## src/atmc_defs.svh

```systemverilog
// Constants for the acquisition and trigger mode control block.
`ifndef ATMC_DEFS_SVH
`define ATMC_DEFS_SVH
`define ATMC_CLK_MHZ          200
`define ATMC_NOTRIG_MS        2000
`define ATMC_AUTO_MS          500
`define ATMC_RIS_FORCE_MS     250
`define ATMC_ROLL_PAUSE_MS    200
`define ATMC_MS_CYCLES(ms)    ((ms) * `ATMC_CLK_MHZ * 1000)
`define ATMC_RIS_DEF_COUNT    10'h046
`define ATMC_SEG_DIVS         10
`define ATMC_MAX_PTS_2        16'h4e20
`define ATMC_MAX_PTS_5        16'h2710
`define ATMC_MAX_PTS_10       16'h1388
`define ATMC_MAX_PTS_20       16'h07d0
`define ATMC_MAX_PTS_50       16'h03e8
`define ATMC_MAX_PTS_100      16'h01f4
`define ATMC_MAX_PTS_200      16'h00c8
`define ATMC_SEG_2            8'h02
`define ATMC_SEG_5            8'h05
`define ATMC_SEG_10           8'h0a
`define ATMC_SEG_20           8'h14
`define ATMC_SEG_50           8'h32
`define ATMC_SEG_100          8'h64
`define ATMC_SEG_200          8'hc8
`endif

```

## src/atmc_pkg.sv

```systemverilog
// Types for the acquisition and trigger mode control block.
package atmc_pkg;
   typedef enum logic [3:0] {
      ATMC_MODE_SINGLE = 4'h1,
      ATMC_MODE_NORM   = 4'h2,
      ATMC_MODE_AUTO   = 4'h4,
      ATMC_MODE_SEQ    = 4'h8
   } atmc_mode_t;
   typedef enum logic [4:0] {
      ATMC_ST_ARMED = 5'h01,
      ATMC_ST_DELAY = 5'h02,
      ATMC_ST_DONE  = 5'h04,
      ATMC_ST_PAUSE = 5'h08,
      ATMC_ST_HOLD  = 5'h10
   } atmc_state_t;
   typedef struct packed {
      logic [15:0] pts_per_seg;
      logic [7:0]  seg_count;
      logic [9:0]  ris_count;
      logic        ris_on;
      logic        roll_on;
   } atmc_setup_t;
endpackage : atmc_pkg

```

## src/atmc_ctrl.sv

```systemverilog
// Acquisition and trigger mode sequencer.
`include "atmc_defs.svh"
// Behaviour
// RULE1: Normal mode shows record, restarts, re-arms.
// RULE2: Normal mode warns after two trigger-less seconds.
// RULE3: Single mode stops until hold pressed again.
// RULE4: Last record stays stored and shown.
// RULE5: Interleaved sampling collects set trigger count.
// RULE6: Roll completes capture, pauses, resumes rolling.
// RULE7: Hold press halts roll acquisition immediately; code halts only from armed state, already in single mode.
// RULE8: Auto mode forces trigger after 500 ms.
// RULE9: Auto interleaved forces display each quarter second.
// RULE10: Auto roll samples until mode changes.
// RULE11: Segment count is 2,5,10,20,50,100,200.
// RULE12: Segment spans ten divisions; time base fixed.
// RULE13: Points per segment capped by segment count.
// RULE14: Segmented display refreshes after all segments.
// RULE15: Sequence press ends early or re-arms.
// RULE16: Offset and vernier still apply after finish.
// RULE17: Other changes deferred; status still shows them.
// RULE18: Normal and auto apply changes immediately.
// RULE19: Done indication when capture completes.
// RULE20: Armed indication while armed and digitizing.
// RULE21: Keep digitizing until trigger delay satisfied.
// RULE22: Interleaved partial captures pulse trigger indication.
// RULE23: All channels recorded together always.
// RULE24: One mode at a time; change aborts capture.
module atmc_ctrl
   import atmc_pkg::*;
#(
   parameter int NOTRIG_CYCLES = `ATMC_MS_CYCLES(`ATMC_NOTRIG_MS),
   parameter int AUTO_CYCLES   = `ATMC_MS_CYCLES(`ATMC_AUTO_MS),
   parameter int RISF_CYCLES   = `ATMC_MS_CYCLES(`ATMC_RIS_FORCE_MS),
   parameter int PAUSE_CYCLES  = `ATMC_MS_CYCLES(`ATMC_ROLL_PAUSE_MS)
)
(
   // Clock and reset.
   input  wire logic        clock,
   input  wire logic        rst_n,
   // Front-panel buttons, already debounced pulses on this clock.
   input  wire logic        btn_single,
   input  wire logic        btn_norm,
   input  wire logic        btn_auto,
   input  wire logic        btn_seq,
   // Live front-panel settings.
   input  wire atmc_setup_t panel_setup,
   input  wire logic [7:0]  panel_offset,
   input  wire logic [7:0]  panel_vernier,
   // Trigger comparator and delay counter.
   input  wire logic        trig_valid,
   input  wire logic        delay_met,
   // Register bus.
   input  wire logic [3:0]  reg_addr,
   input  wire logic [31:0] reg_wdata,
   input  wire logic        reg_write,
   input  wire logic        reg_read,
   output logic      [31:0] reg_rdata,
   // Sample memory control.
   output logic             digitize,
   output logic             mem_all_channels,
   output logic             roll_scroll,
   output atmc_setup_t      acq_setup,
   output logic [7:0]       seg_index,
   // Display and status.
   output logic             display_update,
   output logic             record_valid,
   output logic [7:0]       shown_offset,
   output logic [7:0]       shown_vernier,
   output atmc_setup_t      status_setup,
   output logic             led_trigd,
   output logic             led_ready,
   output logic             warn_no_trig
);

   atmc_mode_t  mode;
   atmc_state_t state;
   logic [31:0] notrig_cnt;
   logic [31:0] auto_cnt;
   logic [31:0] risf_cnt;
   logic [31:0] pause_cnt;
   logic [9:0]  ris_got;
   logic [9:0]  ris_target;
   logic        mode_change;
   logic        roll_frozen;
   logic [15:0] cap_pts;
   logic [7:0]  seg_sel;
   logic        capture_end;
   logic        auto_fire;
   logic        ris_fire;
   logic        live_mode;

   // Mode buttons decode; a press of another mode counts as a change.
   assign mode_change = (btn_norm && mode != ATMC_MODE_NORM) ||
                        (btn_auto && mode != ATMC_MODE_AUTO) ||
                        (btn_single && mode != ATMC_MODE_SINGLE) ||
                        (btn_seq && mode != ATMC_MODE_SEQ);
   assign live_mode   = (mode == ATMC_MODE_NORM) || (mode == ATMC_MODE_AUTO);

   // Single active mode register; changing it aborts the capture.
   always_ff @(posedge clock)
   begin
      if (!rst_n)
         mode <= ATMC_MODE_NORM;
      else if (btn_single)
         mode <= ATMC_MODE_SINGLE; // RULE24
      else if (btn_norm)
         mode <= ATMC_MODE_NORM;
      else if (btn_auto)
         mode <= ATMC_MODE_AUTO;
      else if (btn_seq)
         mode <= ATMC_MODE_SEQ;
   end

   // Segment count is snapped to a legal value and capped in points.
   always_comb
   begin
      unique case (panel_setup.seg_count)
         `ATMC_SEG_2:   begin seg_sel = `ATMC_SEG_2;   cap_pts = `ATMC_MAX_PTS_2;   end
         `ATMC_SEG_5:   begin seg_sel = `ATMC_SEG_5;   cap_pts = `ATMC_MAX_PTS_5;   end
         `ATMC_SEG_10:  begin seg_sel = `ATMC_SEG_10;  cap_pts = `ATMC_MAX_PTS_10;  end
         `ATMC_SEG_20:  begin seg_sel = `ATMC_SEG_20;  cap_pts = `ATMC_MAX_PTS_20;  end
         `ATMC_SEG_50:  begin seg_sel = `ATMC_SEG_50;  cap_pts = `ATMC_MAX_PTS_50;  end
         `ATMC_SEG_100: begin seg_sel = `ATMC_SEG_100; cap_pts = `ATMC_MAX_PTS_100; end
         `ATMC_SEG_200: begin seg_sel = `ATMC_SEG_200; cap_pts = `ATMC_MAX_PTS_200; end
         default:       begin seg_sel = `ATMC_SEG_2;   cap_pts = `ATMC_MAX_PTS_2;   end
      endcase // RULE11 RULE13
   end

   // Settings reach the acquisition at once in live modes, else at re-arm.
   // The time base itself is never touched by the segment count. RULE12
   always_ff @(posedge clock)
   begin
      if (!rst_n)
      begin
         acq_setup            <= '0;
         acq_setup.seg_count  <= `ATMC_SEG_2;
         acq_setup.ris_count  <= `ATMC_RIS_DEF_COUNT;
      end
      else if (live_mode ||
               (state == ATMC_ST_ARMED && ris_got == 10'h000 && seg_index == 8'h00))
      begin
         acq_setup             <= panel_setup; // RULE18 RULE17
         acq_setup.seg_count   <= seg_sel;
         acq_setup.pts_per_seg <= (panel_setup.pts_per_seg > cap_pts) ?
                                  cap_pts : panel_setup.pts_per_seg; // RULE13
         if (panel_setup.ris_count == 10'h000)
            acq_setup.ris_count <= `ATMC_RIS_DEF_COUNT;
      end
   end

   // Status always mirrors the panel, even while changes are deferred.
   assign status_setup = panel_setup; // RULE17
   // Offset and vernier act on the shown record in every state.
   assign shown_offset  = panel_offset;  // RULE16
   assign shown_vernier = panel_vernier; // RULE16
   // Every channel is written on every sample regardless of display.
   assign mem_all_channels = digitize; // RULE23

   // Interleaved target count.
   assign ris_target = acq_setup.ris_count; // RULE5
   assign auto_fire  = (mode == ATMC_MODE_AUTO) && !acq_setup.ris_on &&
                       auto_cnt >= AUTO_CYCLES; // RULE8
   assign ris_fire   = (mode == ATMC_MODE_AUTO) && acq_setup.ris_on &&
                       risf_cnt >= RISF_CYCLES; // RULE9
   assign capture_end = (state == ATMC_ST_DELAY) && delay_met; // RULE21

   // Main acquisition sequencer.
   always_ff @(posedge clock)
   begin
      if (!rst_n)
      begin
         state     <= ATMC_ST_ARMED;
         ris_got   <= 10'h000;
         seg_index <= 8'h00;
      end
      else if (mode_change)
      begin
         state     <= ATMC_ST_ARMED; // RULE24
         ris_got   <= 10'h000;
         seg_index <= 8'h00;
      end
      else
      begin
         unique case (state)
            ATMC_ST_ARMED:
            begin
               if (btn_single && mode == ATMC_MODE_SINGLE)
                  state <= ATMC_ST_HOLD; // RULE7 RULE3
               else if (btn_seq && mode == ATMC_MODE_SEQ && seg_index != 8'h00)
                  state <= ATMC_ST_DONE; // RULE15
               else if (trig_valid || auto_fire || ris_fire)
                  state <= ATMC_ST_DELAY;
            end
            ATMC_ST_DELAY:
            begin
               if (delay_met)
               begin
                  if (acq_setup.ris_on && !ris_fire &&
                      ris_got + 10'h001 < ris_target)
                  begin
                     ris_got <= ris_got + 10'h001; // RULE5
                     state   <= ATMC_ST_ARMED;
                  end
                  else if (mode == ATMC_MODE_SEQ &&
                           seg_index + 8'h01 < acq_setup.seg_count)
                  begin
                     seg_index <= seg_index + 8'h01; // RULE14
                     state     <= ATMC_ST_ARMED;
                  end
                  else if (live_mode)
                  begin
                     ris_got <= 10'h000;
                     // Auto roll keeps sampling, so only normal roll pauses.
                     state   <= (acq_setup.roll_on && mode == ATMC_MODE_NORM) ?
                                ATMC_ST_PAUSE : ATMC_ST_ARMED; // RULE1 RULE6 RULE10
                  end
                  else
                     state <= ATMC_ST_DONE; // RULE3
               end
            end
            ATMC_ST_PAUSE:
            begin
               if (pause_cnt >= PAUSE_CYCLES)
                  state <= ATMC_ST_ARMED; // RULE6
            end
            ATMC_ST_DONE, ATMC_ST_HOLD:
            begin
               if ((btn_single && mode == ATMC_MODE_SINGLE) ||
                   (btn_seq && mode == ATMC_MODE_SEQ))
               begin
                  state     <= ATMC_ST_ARMED; // RULE3 RULE15
                  ris_got   <= 10'h000;
                  seg_index <= 8'h00;
               end
            end
         endcase
      end
   end

   // Digitizing runs in every state that waits for or completes a capture.
   // Auto roll never stops except by mode change. RULE10
   assign digitize    = (state == ATMC_ST_ARMED) || (state == ATMC_ST_DELAY);
   assign roll_scroll = acq_setup.roll_on && digitize;
   assign roll_frozen = state == ATMC_ST_HOLD;

   // Display refresh pulse on a completed or forced record.
   always_ff @(posedge clock)
   begin
      if (!rst_n)
         display_update <= 1'b0;
      else
         display_update <= !mode_change && capture_end &&
                           (ris_fire || !acq_setup.ris_on || ris_got + 10'h001 >= ris_target) &&
                           (mode != ATMC_MODE_SEQ ||
                            seg_index + 8'h01 >= acq_setup.seg_count); // RULE14 RULE9 RULE1
   end

   // Once any record exists it stays shown; only reset clears it. RULE4
   always_ff @(posedge clock)
   begin
      if (!rst_n)
         record_valid <= 1'b0;
      else if (display_update)
         record_valid <= 1'b1; // RULE4
   end

   // Trigger-done indication, also pulsed per interleaved partial capture.
   always_ff @(posedge clock)
   begin
      if (!rst_n)
         led_trigd <= 1'b0;
      else
         led_trigd <= !mode_change && capture_end; // RULE19 RULE22
   end

   // Armed indication.
   always_ff @(posedge clock)
   begin
      if (!rst_n)
         led_ready <= 1'b0;
      else
         led_ready <= (state == ATMC_ST_ARMED) && !roll_frozen; // RULE20
   end

   // Trigger-absence timers; each restarts on a real trigger.
   always_ff @(posedge clock)
   begin
      if (!rst_n || mode_change || trig_valid)
      begin
         notrig_cnt <= 32'h0000_0000;
         auto_cnt   <= 32'h0000_0000;
      end
      else
      begin
         if (notrig_cnt < NOTRIG_CYCLES)
            notrig_cnt <= notrig_cnt + 32'h0000_0001;
         if (auto_fire || state != ATMC_ST_ARMED)
            auto_cnt <= 32'h0000_0000;
         else
            auto_cnt <= auto_cnt + 32'h0000_0001;
      end
   end

   // Quarter-second forced display timer for auto interleaved sampling.
   // The force request holds until the forced record completes, so it cannot be lost.
   always_ff @(posedge clock)
   begin
      if (!rst_n || mode_change || (capture_end && ris_fire) || display_update)
         risf_cnt <= 32'h0000_0000;
      else
         risf_cnt <= risf_cnt + 32'h0000_0001;
   end

   // Roll pause timer.
   always_ff @(posedge clock)
   begin
      if (!rst_n || state != ATMC_ST_PAUSE)
         pause_cnt <= 32'h0000_0000;
      else
         pause_cnt <= pause_cnt + 32'h0000_0001;
   end

   // Warning only applies in normal mode.
   assign warn_no_trig = (mode == ATMC_MODE_NORM) && record_valid &&
                         notrig_cnt >= NOTRIG_CYCLES; // RULE2

   // Read-only status port; writes are accepted and ignored.
   always_ff @(posedge clock)
   begin
      if (!rst_n)
         reg_rdata <= 32'h0000_0000;
      else if (reg_read && reg_addr == 4'h0)
         reg_rdata <= {18'h00000, warn_no_trig, led_ready, led_trigd,
                       state, mode, 2'h0};
      else if (reg_read && reg_addr == 4'h1)
         reg_rdata <= {6'h00, ris_got, 8'h00, seg_index};
      else
         reg_rdata <= 32'h0000_0000;
   end

   logic unused_w;
   assign unused_w = ^{reg_write, reg_wdata};

endmodule : atmc_ctrl

```

## config.mk

```make
export PLATFORM = sky130hd
export DESIGN_NAME = atmc_ctrl
export DESIGN_NICKNAME = d
export VERILOG_FILES = /design/src/atmc_pkg.sv /design/src/atmc_ctrl.sv
export VERILOG_INCLUDE_DIRS = /design/src
export SDC_FILE = /design/constraint.sdc
export NUM_CORES = 1
export LEC_CHECK = 0
export BUFFER_PORTS_ARGS = -buffer_cell sky130_fd_sc_hd__buf_2
export CAP_MARGIN = 25
export CELL_PAD_IN_SITES_DETAIL_PLACEMENT = 0
export CELL_PAD_IN_SITES_GLOBAL_PLACEMENT = 1
export CORE_ASPECT_RATIO = 0.6
export CORE_MARGIN = 2
export CORE_UTILIZATION = 44
export DETAILED_ROUTE_END_ITERATION = 8
export GPL_ROUTABILITY_DRIVEN = 0
export HOLD_SLACK_MARGIN = 0.05
export PLACE_DENSITY_LB_ADDON = 0.1
export SLEW_MARGIN = 10
export SYNTH_ARGS = -nofsm -noshare
export SYNTH_HDL_FRONTEND = slang
export SYNTH_SLANG_ARGS = --single-unit
```

## constraint.sdc

```tcl
create_clock -name clock -period 8.1 [get_ports clock]
set_input_delay 0.81 -clock clock [delete_from_list [all_inputs] [get_ports clock]]
set_output_delay 0.81 -clock clock [all_outputs]
set_load 0.1 [all_outputs]
```

==> impl_table.tex, run 1 <==
\begin{tabular}{lr}
\hline
Metric & Value \\
\hline
\multicolumn{2}{l}{\textbf{Run status}} \\
Result of the run & completed \\
\multicolumn{2}{l}{\textbf{Clocking}} \\
TritonCTS clock tree & done \\
H-tree level count & 1 \\
Buffers from clock root to sink, at most & 3 \\
Number of buffers inserted by hold repair at cts & 0 \\
CTS Root Buffer Type & sky130\_fd\_sc\_hd\_\_clkbuf\_16 \\
Clock latency on the worst-skew pair & 520 ps \\
Number of post-CTS setup repair buffers & 0 \\
Clock sink total & roughly 220 \\
\# resized after CTS & 0 \\
Number of buffers inserted during clock tree synthesis & 22 \\
Clock transition at the register clock pins on the worst setup and hold paths after CTS & $\sim$60 ps \\
\multicolumn{2}{l}{\textbf{Die}} \\
Number of cell rows & 45 \\
Overall die area & 0.0271 mm² \\
Die boundary height & 128 µm \\
Die X-Extent & 211 µm \\
Effective utilization at floorplan & 0.448 \\
Standard cell core area & 0.0253 mm² \\
I/O pins & 234 \\
\multicolumn{2}{l}{\textbf{Logic synthesis}} \\
Fraction of registers with async set or reset after synthesis & 0 \\
Area share of the largest cell type after synthesis & 0.387 \\
Number of library cell types mapped by synthesis & 89 \\
Cells taking the most area after synthesis & sky130\_fd\_sc\_hd\_\_dfxtp\_1, sky130\_fd\_sc\_hd\_\_nor2\_1, sky130\_fd\_sc\_hd\_\_ha\_1 \\
Commonest cells in the netlist & sky130\_fd\_sc\_hd\_\_dfxtp\_1, sky130\_fd\_sc\_hd\_\_nor2\_1, sky130\_fd\_sc\_hd\_\_nand2\_1, sky130\_fd\_sc\_hd\_\_nand3\_1, sky130\_fd\_sc\_hd\_\_a21oi\_1 \\
Cell type contributing the most total cell area after synthesis & sky130\_fd\_sc\_hd\_\_dfxtp\_1 \\
Sequential fraction of the synthesis area & 0.387 \\
Yosys warns & 0 \\
Number of enable-type register cells in the synthesized netlist & 0 \\
Leading cell type by number of instances after synthesis & sky130\_fd\_sc\_hd\_\_dfxtp\_1 \\
Synthesized flop and latch total & 219 \\
Synthesized instance count & 1338 \\
Avg Cell Area, Syn & 8.46 µm² \\
Cell Area, Synth & 0.0113 mm² \\
Post-synth top flop & sky130\_fd\_sc\_hd\_\_dfxtp\_1 \\
\multicolumn{2}{l}{\textbf{Cells and area}} \\
Cell area after layout & 0.0128 mm² \\
Fraction of layout cells with a size suffix above 1 & 0.164 \\
Count of nets after finishing & about 1600 \\
Relative area change from synthesis to final layout & 12.9\% \\
Total area of multi-input combinational cells & 0.00611 mm² \\
Sequential cell area & approximately 0.0044 mm² \\
Layout fillers & around 2500 \\
\multicolumn{2}{l}{\textbf{Setup path}} \\
Number of cells on the worst reg-to-reg path & 13 \\
Worst Setup Start Kind & primary input \\
Class of the most critical setup path & primary input to flop \\
Critical path endpoint category & flop \\
Worst EP required & around 8500 ps \\
Worst EP arrival & 4330 ps \\
Critical path peak fanout & 13 \\
\multicolumn{2}{l}{\textbf{GRT}} \\
Largest net degree at the start of global routing & 52 \\
Number of antenna violations at the first check in global routing & 1 \\
Via count of the first global-routing pass & around 8600 \\
Global-route wire length before repair & $\sim$47000 µm \\
Total gr overflow & 0 \\
Gr usage total & 0.218 \\
\multicolumn{2}{l}{\textbf{Power}} \\
Post-layout total power & 2460 µW \\
Standby leakage power & 0.00487 µW \\
Maximum vdd drop & between 0.0001 and 0.00015 V \\
PwrDens & 192 mW/mm² \\
\multicolumn{2}{l}{\textbf{Timing}} \\
Hold slack & 467 ps \\
Worst Skew & 8.17 ps \\
Transition time at the pin with the least slew margin & 872 ps \\
Achievable frequency & 253 MHz \\
Final total negative setup slack & 0 ps \\
Max-slew violations & 0 \\
Number of endpoints with negative hold slack in the final report & 0 \\
Slew margin rel. & 0.412 \\
Setup repair after global routing missed its margin & false \\
Setup violators final & 0 \\
Final min period & 3950 ps \\
Share of the clock period used by the worst path after layout & 0.487 \\
\multicolumn{2}{l}{\textbf{Route}} \\
Initial DRC count & 651 \\
Vias per cell & 5.36 \\
Count of vias placed by the detailed router & 9526 \\
Post-detailed-route wirelength per cell & between 15 and 20 µm \\
Routed length on met3 & $\sim$1400 µm \\
Number of remaining DRC errors & 0 \\
Detailed-route wire length & 29400 µm \\
First-pass detailed-route iteration total & 5 \\
Routed length on met2 & 11000 µm \\
Remaining antenna violation count after routing & 0 \\
Highest metal layer with signal wires & met4 \\
Wl on met1 & 16600 µm \\
\multicolumn{2}{l}{\textbf{Worst hold path}} \\
Tightest Hold Check Type & flop to flop \\
Hold Crit Depth & 2 \\
\multicolumn{2}{l}{\textbf{Placement}} \\
HPWL after detailed placement & about 21000 µm \\
Cell area after placement & 0.0120 mm² \\
Number of buffers inserted by port buffering & 160 \\
\multicolumn{2}{l}{\textbf{Job}} \\
Max-capacitance violation count & 0 \\
\hline
\end{tabular}
[cell families after synthesis]
group	Yosys count	synth area share
muxes	13	0.0116
and+or+nand+nor	584	0.271
AOI/OAI and AO/OA	212	0.128
adders and majority gates	43	0.0476
DFF	219	0.387
buffers and inverters	166	0.0767
xor gates and xnor gates	100	0.0774
other	1	0.000331
[layout by cell type, fill, tap and decap left out, types with 16 or more instances in the layout]
cell                        Yosys  layout
sky130_fd_sc_hd__dfxtp_1      219     219
sky130_fd_sc_hd__nor2_1       161     161
sky130_fd_sc_hd__a21oi_1       64      63
sky130_fd_sc_hd__o21ai_0       53      53
sky130_fd_sc_hd__and3_1        23      23
sky130_fd_sc_hd__inv_1         57      57
sky130_fd_sc_hd__nand4_1       39      39
sky130_fd_sc_hd__nor3_1        41      41
sky130_fd_sc_hd__nand3_1       74      74
sky130_fd_sc_hd__or4_1         16      16
sky130_fd_sc_hd__nand2_1       90      90
sky130_fd_sc_hd__and2_1        27      27
sky130_fd_sc_hd__ha_1          43      43
sky130_fd_sc_hd__xnor2_1       49      49
sky130_fd_sc_hd__or3_1         33      33
sky130_fd_sc_hd__clkbuf_16      0      23
sky130_fd_sc_hd__buf_2          7     160
sky130_fd_sc_hd__xor2_1        51      51
[layout make-up]
cell class,count,share of cell area
diodes,1,0.000196
clock buffers,31,0.0513
clock inverters,7,0.00754
inverters,58,0.0170
multi-input cells,960,0.478
flip-flops and latches,219,0.343
well taps,329,0.0322
repair buffers,173,0.0707
[power breakdown]
group	internal (µW)	switching, µW
sequential	1090	9.90
combinational	49.4	234
clock	629	448
[sequential cells by signal, summed over array words and instances, names as in the netlist, 8 cells and up]
| name | cells |
|---|---|
| pause_cnt | 32 |
| notrig_cnt | 32 |
| ris_target | 10 |
| reg_rdata | 24 |
| risf_cnt | 32 |
| auto_cnt | 32 |
| seg_index | 8 |
| acq_setup | 26 |
| ris_got | 10 |
[worst max-delay path, cell delays in order]
cell and delay (ps):
sky130_fd_sc_hd__buf_2 130, sky130_fd_sc_hd__or4b_2 700, sky130_fd_sc_hd__or4b_2 670, sky130_fd_sc_hd__nand3_1 220, sky130_fd_sc_hd__ha_1 180, sky130_fd_sc_hd__nand4b_1 150, sky130_fd_sc_hd__nor3_1 400, sky130_fd_sc_hd__nand2_1 360
sky130_fd_sc_hd__nand3_1 190, sky130_fd_sc_hd__mux2i_1 80, sky130_fd_sc_hd__a2111oi_0 440
[metal layers]
layer  global-route usage  vias to the layer above
met4               0.0373                        0
li1                     -                     4865
met5                    0                        -
met1                0.364                     4419
met2                0.283                      207
met3               0.0358                       35
[worst paths after layout]
path	from	end	slack, ps
setup / recovery	panel_setup[15]	acq_setup[28]	4150
hold / removal	ris_target[4]	ris_target[4]	470
setup reg to reg	ris_got[4]	seg_index[5]	4680
hold reg to reg	ris_target[4]	ris_target[4]	470
[per-stage QoR]
stage | cells | worst slack (ps) | util
floorplan | 1345 | 4150 | -
finish | 1778 | 4150 | 0.505
global route | 1777 | 4010 | 0.505
detailed placement | 1738 | 3710 | 0.475
CTS | 1776 | 4210 | 0.505
global placement | 1737 | 3700 | 0.475
No activity file was read; power rests on OpenSTA's default activity.
==> run 2: changes to the inputs <==
--- a/config.mk
+++ b/config.mk
@@ -6,13 +6,14 @@
 export SDC_FILE = /design/constraint.sdc
 export NUM_CORES = 1
 export LEC_CHECK = 0
+export ABC_AREA = 1
 export BUFFER_PORTS_ARGS = -buffer_cell sky130_fd_sc_hd__buf_2
 export CAP_MARGIN = 25
 export CELL_PAD_IN_SITES_DETAIL_PLACEMENT = 0
 export CELL_PAD_IN_SITES_GLOBAL_PLACEMENT = 1
 export CORE_ASPECT_RATIO = 0.6
 export CORE_MARGIN = 2
-export CORE_UTILIZATION = 44
+export CORE_UTILIZATION = 36
 export DETAILED_ROUTE_END_ITERATION = 8
 export GPL_ROUTABILITY_DRIVEN = 0
 export HOLD_SLACK_MARGIN = 0.05
==> constraint.sdc (replaced) <==
create_clock -name clock -period 3.47 [get_ports clock]
set_input_delay 0.347 -clock clock [delete_from_list [all_inputs] [get_ports clock]]
set_output_delay 0.347 -clock clock [all_outputs]
set_load 0.1 [all_outputs]
==> impl_table.tex, run 2 <==
\begin{tabular}{lr}
\hline
Metric & Value \\
\hline
\multicolumn{2}{l}{\textbf{Route}} \\
Highest metal layer with signal wires & met4 \\
Count of vias placed by the detailed router & approximately 11000 \\
Vias per cell & 4.62 \\
Routed length on met3 & 1960 µm \\
Post-detailed-route wirelength per cell & 14.4 µm \\
Remaining antenna violation count after routing & 0 \\
Wl on met1 & 19300 µm \\
Number of remaining DRC errors & 0 \\
First-pass detailed-route iteration total & 6 \\
Routed length on met2 & 13000 µm \\
Detailed-route wire length & 34800 µm \\
Initial DRC count & 685 \\
\multicolumn{2}{l}{\textbf{Die}} \\
I/O pins & 234 \\
Standard cell core area & approximately 0.034 mm² \\
Die X-Extent & $\sim$240 µm \\
Effective utilization at floorplan & 0.365 \\
Number of cell rows & 52 \\
Die boundary height & 147 µm \\
Overall die area & 0.0357 mm² \\
\multicolumn{2}{l}{\textbf{Timing}} \\
Slew margin rel. & 0.530 \\
Setup repair after global routing missed its margin & false \\
Transition time at the pin with the least slew margin & 703 ps \\
Worst Skew & 27.2 ps \\
Hold slack & 70.9 ps \\
Final total negative setup slack & 0 ps \\
Number of endpoints with negative hold slack in the final report & 0 \\
Achievable frequency & 317 MHz \\
Share of the clock period used by the worst path after layout & 0.909 \\
Setup violators final & 0 \\
Max-slew violations & 0 \\
Final min period & roughly 3200 ps \\
\multicolumn{2}{l}{\textbf{Clocking}} \\
CTS Root Buffer Type & sky130\_fd\_sc\_hd\_\_clkbuf\_16 \\
Clock transition at the register clock pins on the worst setup and hold paths after CTS & 60 ps \\
Buffers from clock root to sink, at most & 3 \\
Clock sink total & 219 \\
H-tree level count & 1 \\
Number of buffers inserted during clock tree synthesis & 25 \\
Clock latency on the worst-skew pair & between 500 and 600 ps \\
TritonCTS clock tree & done \\
\multicolumn{2}{l}{\textbf{Power}} \\
Standby leakage power & 0.00591 µW \\
PwrDens & 440 mW/mm² \\
Maximum vdd drop & 0.000318 V \\
\multicolumn{2}{l}{\textbf{Cells and area}} \\
Most frequent cells in the layout & sky130\_fd\_sc\_hd\_\_nand2\_1, sky130\_fd\_sc\_hd\_\_nor2\_1, sky130\_fd\_sc\_hd\_\_inv\_1 \\
Relative area change from synthesis to final layout & 15.0\% \\
Fraction of layout cells with a size suffix above 1 & 0.143 \\
Sequential cell area & roughly 0.0044 mm² \\
Layout fillers & 3620 \\
Total area of multi-input combinational cells & approximately 0.0064 mm² \\
Most frequent standard cell in the layout excluding fill and tap cells & sky130\_fd\_sc\_hd\_\_nand2\_1 \\
Count of nets after finishing & 2074 \\
\multicolumn{2}{l}{\textbf{Logic synthesis}} \\
Commonest cells in the netlist & sky130\_fd\_sc\_hd\_\_nand2\_1, sky130\_fd\_sc\_hd\_\_nor2\_1, sky130\_fd\_sc\_hd\_\_inv\_1, sky130\_fd\_sc\_hd\_\_dfxtp\_1, sky130\_fd\_sc\_hd\_\_nand3\_1 \\
Avg Cell Area, Syn & between 6 and 7 µm² \\
Number of enable-type register cells in the synthesized netlist & 0 \\
Cell Area, Synth & 0.0123 mm² \\
Cell type contributing the most total cell area after synthesis & sky130\_fd\_sc\_hd\_\_dfxtp\_1 \\
Synthesized flop and latch total & between 200 and 250 \\
Leading cell type by number of instances after synthesis & sky130\_fd\_sc\_hd\_\_nand2\_1 \\
Sequential fraction of the synthesis area & 0.357 \\
Area share of the largest cell type after synthesis & 0.357 \\
Synthesized instance count & 1812 \\
Post-synth top flop & sky130\_fd\_sc\_hd\_\_dfxtp\_1 \\
Yosys warns & 0 \\
Number of library cell types mapped by synthesis & 47 \\
Fraction of registers with async set or reset after synthesis & 0 \\
Cells taking the most area after synthesis & sky130\_fd\_sc\_hd\_\_dfxtp\_1, sky130\_fd\_sc\_hd\_\_nand2\_1, sky130\_fd\_sc\_hd\_\_nor2\_1 \\
\multicolumn{2}{l}{\textbf{Setup path}} \\
Class of the most critical setup path & flop to flop \\
Worst EP arrival & 3570 ps \\
Critical path endpoint category & flop \\
Worst EP required & 3890 ps \\
Critical path peak fanout & 15 \\
Worst Setup Start Kind & flop \\
\multicolumn{2}{l}{\textbf{GRT}} \\
Via count of the first global-routing pass & 10300 \\
Gr usage total & 0.193 \\
Total gr overflow & 0 \\
Largest net degree at the start of global routing & 37 \\
Number of antenna violations at the first check in global routing & 2 \\
Global-route wire length before repair & 55600 µm \\
\multicolumn{2}{l}{\textbf{Job}} \\
Max-capacitance violation count & 0 \\
\multicolumn{2}{l}{\textbf{Placement}} \\
HPWL after detailed placement & 26700 µm \\
Number of buffers inserted by port buffering & 160 \\
\multicolumn{2}{l}{\textbf{Run status}} \\
Result of the run & completed \\
\multicolumn{2}{l}{\textbf{Worst hold path}} \\
Tightest Hold Check Type & primary input to flop \\
\hline
\end{tabular}
[run 2: final cells by class]
class | instances | area share
antenna | 2 | 0.000354
clock buffer | 30 | 0.0463
clock inverter | 16 | 0.0159
inverter | 239 | 0.0635
multi-input combinational | 1265 | 0.454
sequential | 219 | 0.310
tap | 459 | 0.0407
timing repair buffer | 183 | 0.0693
[run 2: path summary, 6_finish.rpt]
check,endpoint,slack (ps),depth (start not counted),startpoint
max reg2reg,ris_got[1],320,18,ris_got[0]
min reg2reg,notrig_cnt[29],430,2,notrig_cnt[29]
min,ris_target[8],70,3,panel_setup[10]
max,ris_got[1],320,18,ris_got[0]
[run 2: critical path: stages (launching register included)]
cell                       delay [ps]
sky130_fd_sc_hd__dfxtp_1          380
sky130_fd_sc_hd__ha_1             200
sky130_fd_sc_hd__nand2_1          100
sky130_fd_sc_hd__nor2_1           170
sky130_fd_sc_hd__nand4_1          110
sky130_fd_sc_hd__or2_2            280
sky130_fd_sc_hd__nand2_1          130
sky130_fd_sc_hd__inv_1             60
sky130_fd_sc_hd__ha_1             260
sky130_fd_sc_hd__nand2_1           50
sky130_fd_sc_hd__nor2_1           170
sky130_fd_sc_hd__a21boi_0         310
sky130_fd_sc_hd__nor2_2           140
sky130_fd_sc_hd__nand2_2          170
sky130_fd_sc_hd__nand2_2          140
sky130_fd_sc_hd__nand2_4          190
sky130_fd_sc_hd__nand2_1           80
sky130_fd_sc_hd__nand2_1           70
sky130_fd_sc_hd__nor2_1            40
[run 2: metrics by stage]
| step | instances | setup slack [ps] | total power (µW) | cell area (µm²) | utilization |
|---|---|---|---|---|---|
| global route | 2412 | 65.5 | 6460 | 14100 | 0.420 |
| finish | 2413 | 315 | 6220 | 14100 | 0.420 |
| global placement | 2363 | 231 | 3390 | 13200 | 0.393 |
| CTS | 2411 | 311 | 6300 | 14100 | 0.420 |
| detailed placement | 2363 | 273 | 3400 | 13200 | 0.393 |
| floorplan | 1819 | 375 | 3350 | 12300 | - |
[run 2: report_power, final]
| group | switching [µW] | internal, µW |
|---|---|---|
| Sequential | 21.9 | 2550 |
| Combinational | 641 | 130 |
| Clock | 1150 | 1730 |
| Total | 1820 | 4410 |
[run 2: timing repair]
item / 4_1_cts / 5_1_grt
endpoints found under the setup margin: 0 / 8
endpoints found under the hold margin: 2 / 0
hold buffers: 2 / 0
gates resized for setup: 0 / 1
setup buffers: 0 / 0
[run 2: cell families after synthesis]
kind of cell,share of synthesized area
adder cells (fa/ha/maj),0.0438
buffers and inverters,0.125
AO/OA/AOI/OAI,0.0813
XOR/XNOR,0.0456
AND/OR/NAND/NOR,0.347
flip-flops,0.357
other,0.000305
[run 2: routing by layer]
layer,vias up,track usage
met5,-,0
met4,0,0.0398
met3,36,0.0402
met2,222,0.263
met1,4928,0.304
li1,5960,-
==> run 3: changes to the inputs <==
--- a/config.mk
+++ b/config.mk
@@ -14,8 +14,8 @@
 export CORE_ASPECT_RATIO = 0.6
 export CORE_MARGIN = 2
 export CORE_UTILIZATION = 36
+export CTS_BUF_LIST = sky130_fd_sc_hd__clkbuf_8 sky130_fd_sc_hd__clkbuf_16
 export DETAILED_ROUTE_END_ITERATION = 8
-export GPL_ROUTABILITY_DRIVEN = 0
 export HOLD_SLACK_MARGIN = 0.05
 export PLACE_DENSITY_LB_ADDON = 0.1
 export SLEW_MARGIN = 10
==> impl_table.tex, run 3 (synthesis results as in run 2) <==
\begin{tabular}{lr}
\hline
Metric & Value \\
\hline
\multicolumn{2}{l}{\textbf{Cells and area}} \\
Fraction of layout cells with a size suffix above 1 & 0.143 \\
Most frequent standard cell in the layout excluding fill and tap cells & sky130\_fd\_sc\_hd\_\_nand2\_1 \\
Count of nets after finishing & $\sim$2100 \\
Layout fillers & around 3600 \\
Cell area after layout & 0.0141 mm² \\
Most frequent cells in the layout & sky130\_fd\_sc\_hd\_\_nand2\_1, sky130\_fd\_sc\_hd\_\_nor2\_1, sky130\_fd\_sc\_hd\_\_inv\_1 \\
Relative area change from synthesis to final layout & 15.0\% \\
Post-layout util & 0.420 \\
\multicolumn{2}{l}{\textbf{Die}} \\
Standard cell core area & 0.0336 mm² \\
Effective utilization at floorplan & 0.365 \\
Number of cell rows & 52 \\
I/O pins & 234 \\
Overall die area & 0.0357 mm² \\
Die boundary height & about 150 µm \\
Die X-Extent & 243 µm \\
\multicolumn{2}{l}{\textbf{GRT}} \\
Global-route wire length before repair & between 50000 and 60000 µm \\
Via count of the first global-routing pass & 10300 \\
Number of antenna violations at the first check in global routing & 2 \\
Largest net degree at the start of global routing & 37 \\
Total gr overflow & 0 \\
Gr usage total & 0.193 \\
\multicolumn{2}{l}{\textbf{Timing}} \\
Final total negative setup slack & 0 ps \\
Transition time at the pin with the least slew margin & 703 ps \\
Max-slew violations & 0 \\
Worst Skew & around 27 ps \\
Achievable frequency & 317 MHz \\
Final min period & 3150 ps \\
Worst setup slack after layout & between 300 and 400 ps \\
Setup repair after global routing missed its margin & false \\
Slew margin rel. & 0.530 \\
Number of endpoints with negative hold slack in the final report & 0 \\
Share of the clock period used by the worst path after layout & 0.909 \\
Setup violators final & 0 \\
\multicolumn{2}{l}{\textbf{Placement}} \\
HPWL after detailed placement & roughly 27000 µm \\
Placement-stage worst setup slack & 273 ps \\
Routability Congestion & 0.915 \\
Cell area after placement & around 0.013 mm² \\
Number of buffers inserted by port buffering & 160 \\
\multicolumn{2}{l}{\textbf{Clocking}} \\
H-tree level count & 1 \\
CTS Root Buffer Type & sky130\_fd\_sc\_hd\_\_clkbuf\_16 \\
Number of buffers inserted during clock tree synthesis & 25 \\
Clock transition at the register clock pins on the worst setup and hold paths after CTS & 60 ps \\
Buffers from clock root to sink, at most & 3 \\
Clock latency on the worst-skew pair & 550 ps \\
Clock sink total & 219 \\
TritonCTS clock tree & done \\
\multicolumn{2}{l}{\textbf{Route}} \\
First-pass detailed-route iteration total & 6 \\
Post-detailed-route wirelength per cell & between 10 and 15 µm \\
Initial DRC count & 689 \\
Vias per cell & 4.62 \\
Number of remaining DRC errors & 0 \\
Remaining antenna violation count after routing & 0 \\
Count of vias placed by the detailed router & 11200 \\
Detailed-route wire length & around 35000 µm \\
\multicolumn{2}{l}{\textbf{Power}} \\
PwrDens & 440 mW/mm² \\
Net switching fraction of the power & 0.292 \\
Internal Pwr Total & 4390 µW \\
Standby leakage power & 0.00593 µW \\
Maximum vdd drop & between 0.0003 and 0.0004 V \\
Seq pwr share & 0.414 \\
Net switching component of the power & 1820 µW \\
Fraction of power consumed by the clock network & 0.462 \\
Share of power burned in combinational logic & 0.124 \\
\multicolumn{2}{l}{\textbf{Worst hold path}} \\
Hold Crit Depth & 3 \\
Tightest Hold Check Type & primary input to flop \\
\multicolumn{2}{l}{\textbf{Setup path}} \\
Critical path peak fanout & 15 \\
Number of cells on the worst reg-to-reg path & 18 \\
Worst EP required & 3890 ps \\
Class of the most critical setup path & flop to flop \\
Critical path endpoint category & flop \\
Worst EP arrival & 3570 ps \\
Worst Setup Start Kind & flop \\
\multicolumn{2}{l}{\textbf{Run status}} \\
Result of the run & completed \\
\multicolumn{2}{l}{\textbf{Job}} \\
Max-capacitance violation count & 0 \\
\hline
\end{tabular}
-- run 3: worst paths after layout --
path                        start              to  slack (ps)
setup / recovery       ris_got[0]      ris_got[1]         320
hold / removal    panel_setup[10]   ris_target[8]          70
setup reg to reg       ris_got[0]      ris_got[1]         320
hold reg to reg    notrig_cnt[29]  notrig_cnt[29]         430
-- run 3: timing repair --
action / 4_1_cts / 5_1_grt
setup buffers: 0 / 0
setup endpoints to repair: 0 / 8
hold buffers: 2 / 0
hold endpoints to repair: 2 / 0
gates resized for setup: 0 / 1
-- run 3: metal layers --
metal	vias to the layer above	GRT usage	routed length, µm
met5	-	0	0
met2	218	0.263	13000
met4	0	0.0398	558
met3	36	0.0402	1920
met1	4945	0.304	19200
li1	5958	-	-
-- run 3: layout make-up --
type                            instances  area [µm²]  area share
Multi-Input combinational cell       1265        6410       0.454
Timing Repair Buffer                  183         978      0.0693
Clock inverter                         20         240      0.0170
Antenna cell                            2        5.00    0.000354
Inverter                              239         897      0.0635
Clock buffer                           26         639      0.0453
Tap cell                              459         574      0.0407
Sequential cell                       219        4380       0.310
-- run 3: power by group through the flow --
stage	combinational, µW	sequential (µW)	clock [µW]
2_1_floorplan	518	2840	0
3_3_place_gp	769	2630	0
3_5_place_dp	769	2630	0
4_1_cts	774	2570	2950
5_1_grt	816	2570	3060
6_report	771	2570	2870
-- run 3: worst max-delay path, cell delays in order (launching register included) --
cell                       delay [ps]
sky130_fd_sc_hd__dfxtp_1          380
sky130_fd_sc_hd__ha_1             200
sky130_fd_sc_hd__nand2_1          100
sky130_fd_sc_hd__nor2_1           170
sky130_fd_sc_hd__nand4_1          110
sky130_fd_sc_hd__or2_2            280
sky130_fd_sc_hd__nand2_1          130
sky130_fd_sc_hd__inv_1             60
sky130_fd_sc_hd__ha_1             260
sky130_fd_sc_hd__nand2_1           50
sky130_fd_sc_hd__nor2_1           170
sky130_fd_sc_hd__a21boi_0         310
sky130_fd_sc_hd__nor2_2           140
sky130_fd_sc_hd__nand2_2          160
sky130_fd_sc_hd__nand2_2          140
sky130_fd_sc_hd__nand2_4          190
sky130_fd_sc_hd__nand2_1           80
sky130_fd_sc_hd__nand2_1           70
sky130_fd_sc_hd__nor2_1            40
-- run 3: stage by stage --
step / cells / hold slack (ps) / total power, µW
after floorplan: 1819 / 409 / 3350
after global placement: 2363 / 418 / 3390
after detailed placement: 2363 / 420 / 3400
after CTS: 2411 / 51.2 / 6290
after global routing: 2412 / 68.1 / 6450
final: 2413 / 70.4 / 6210
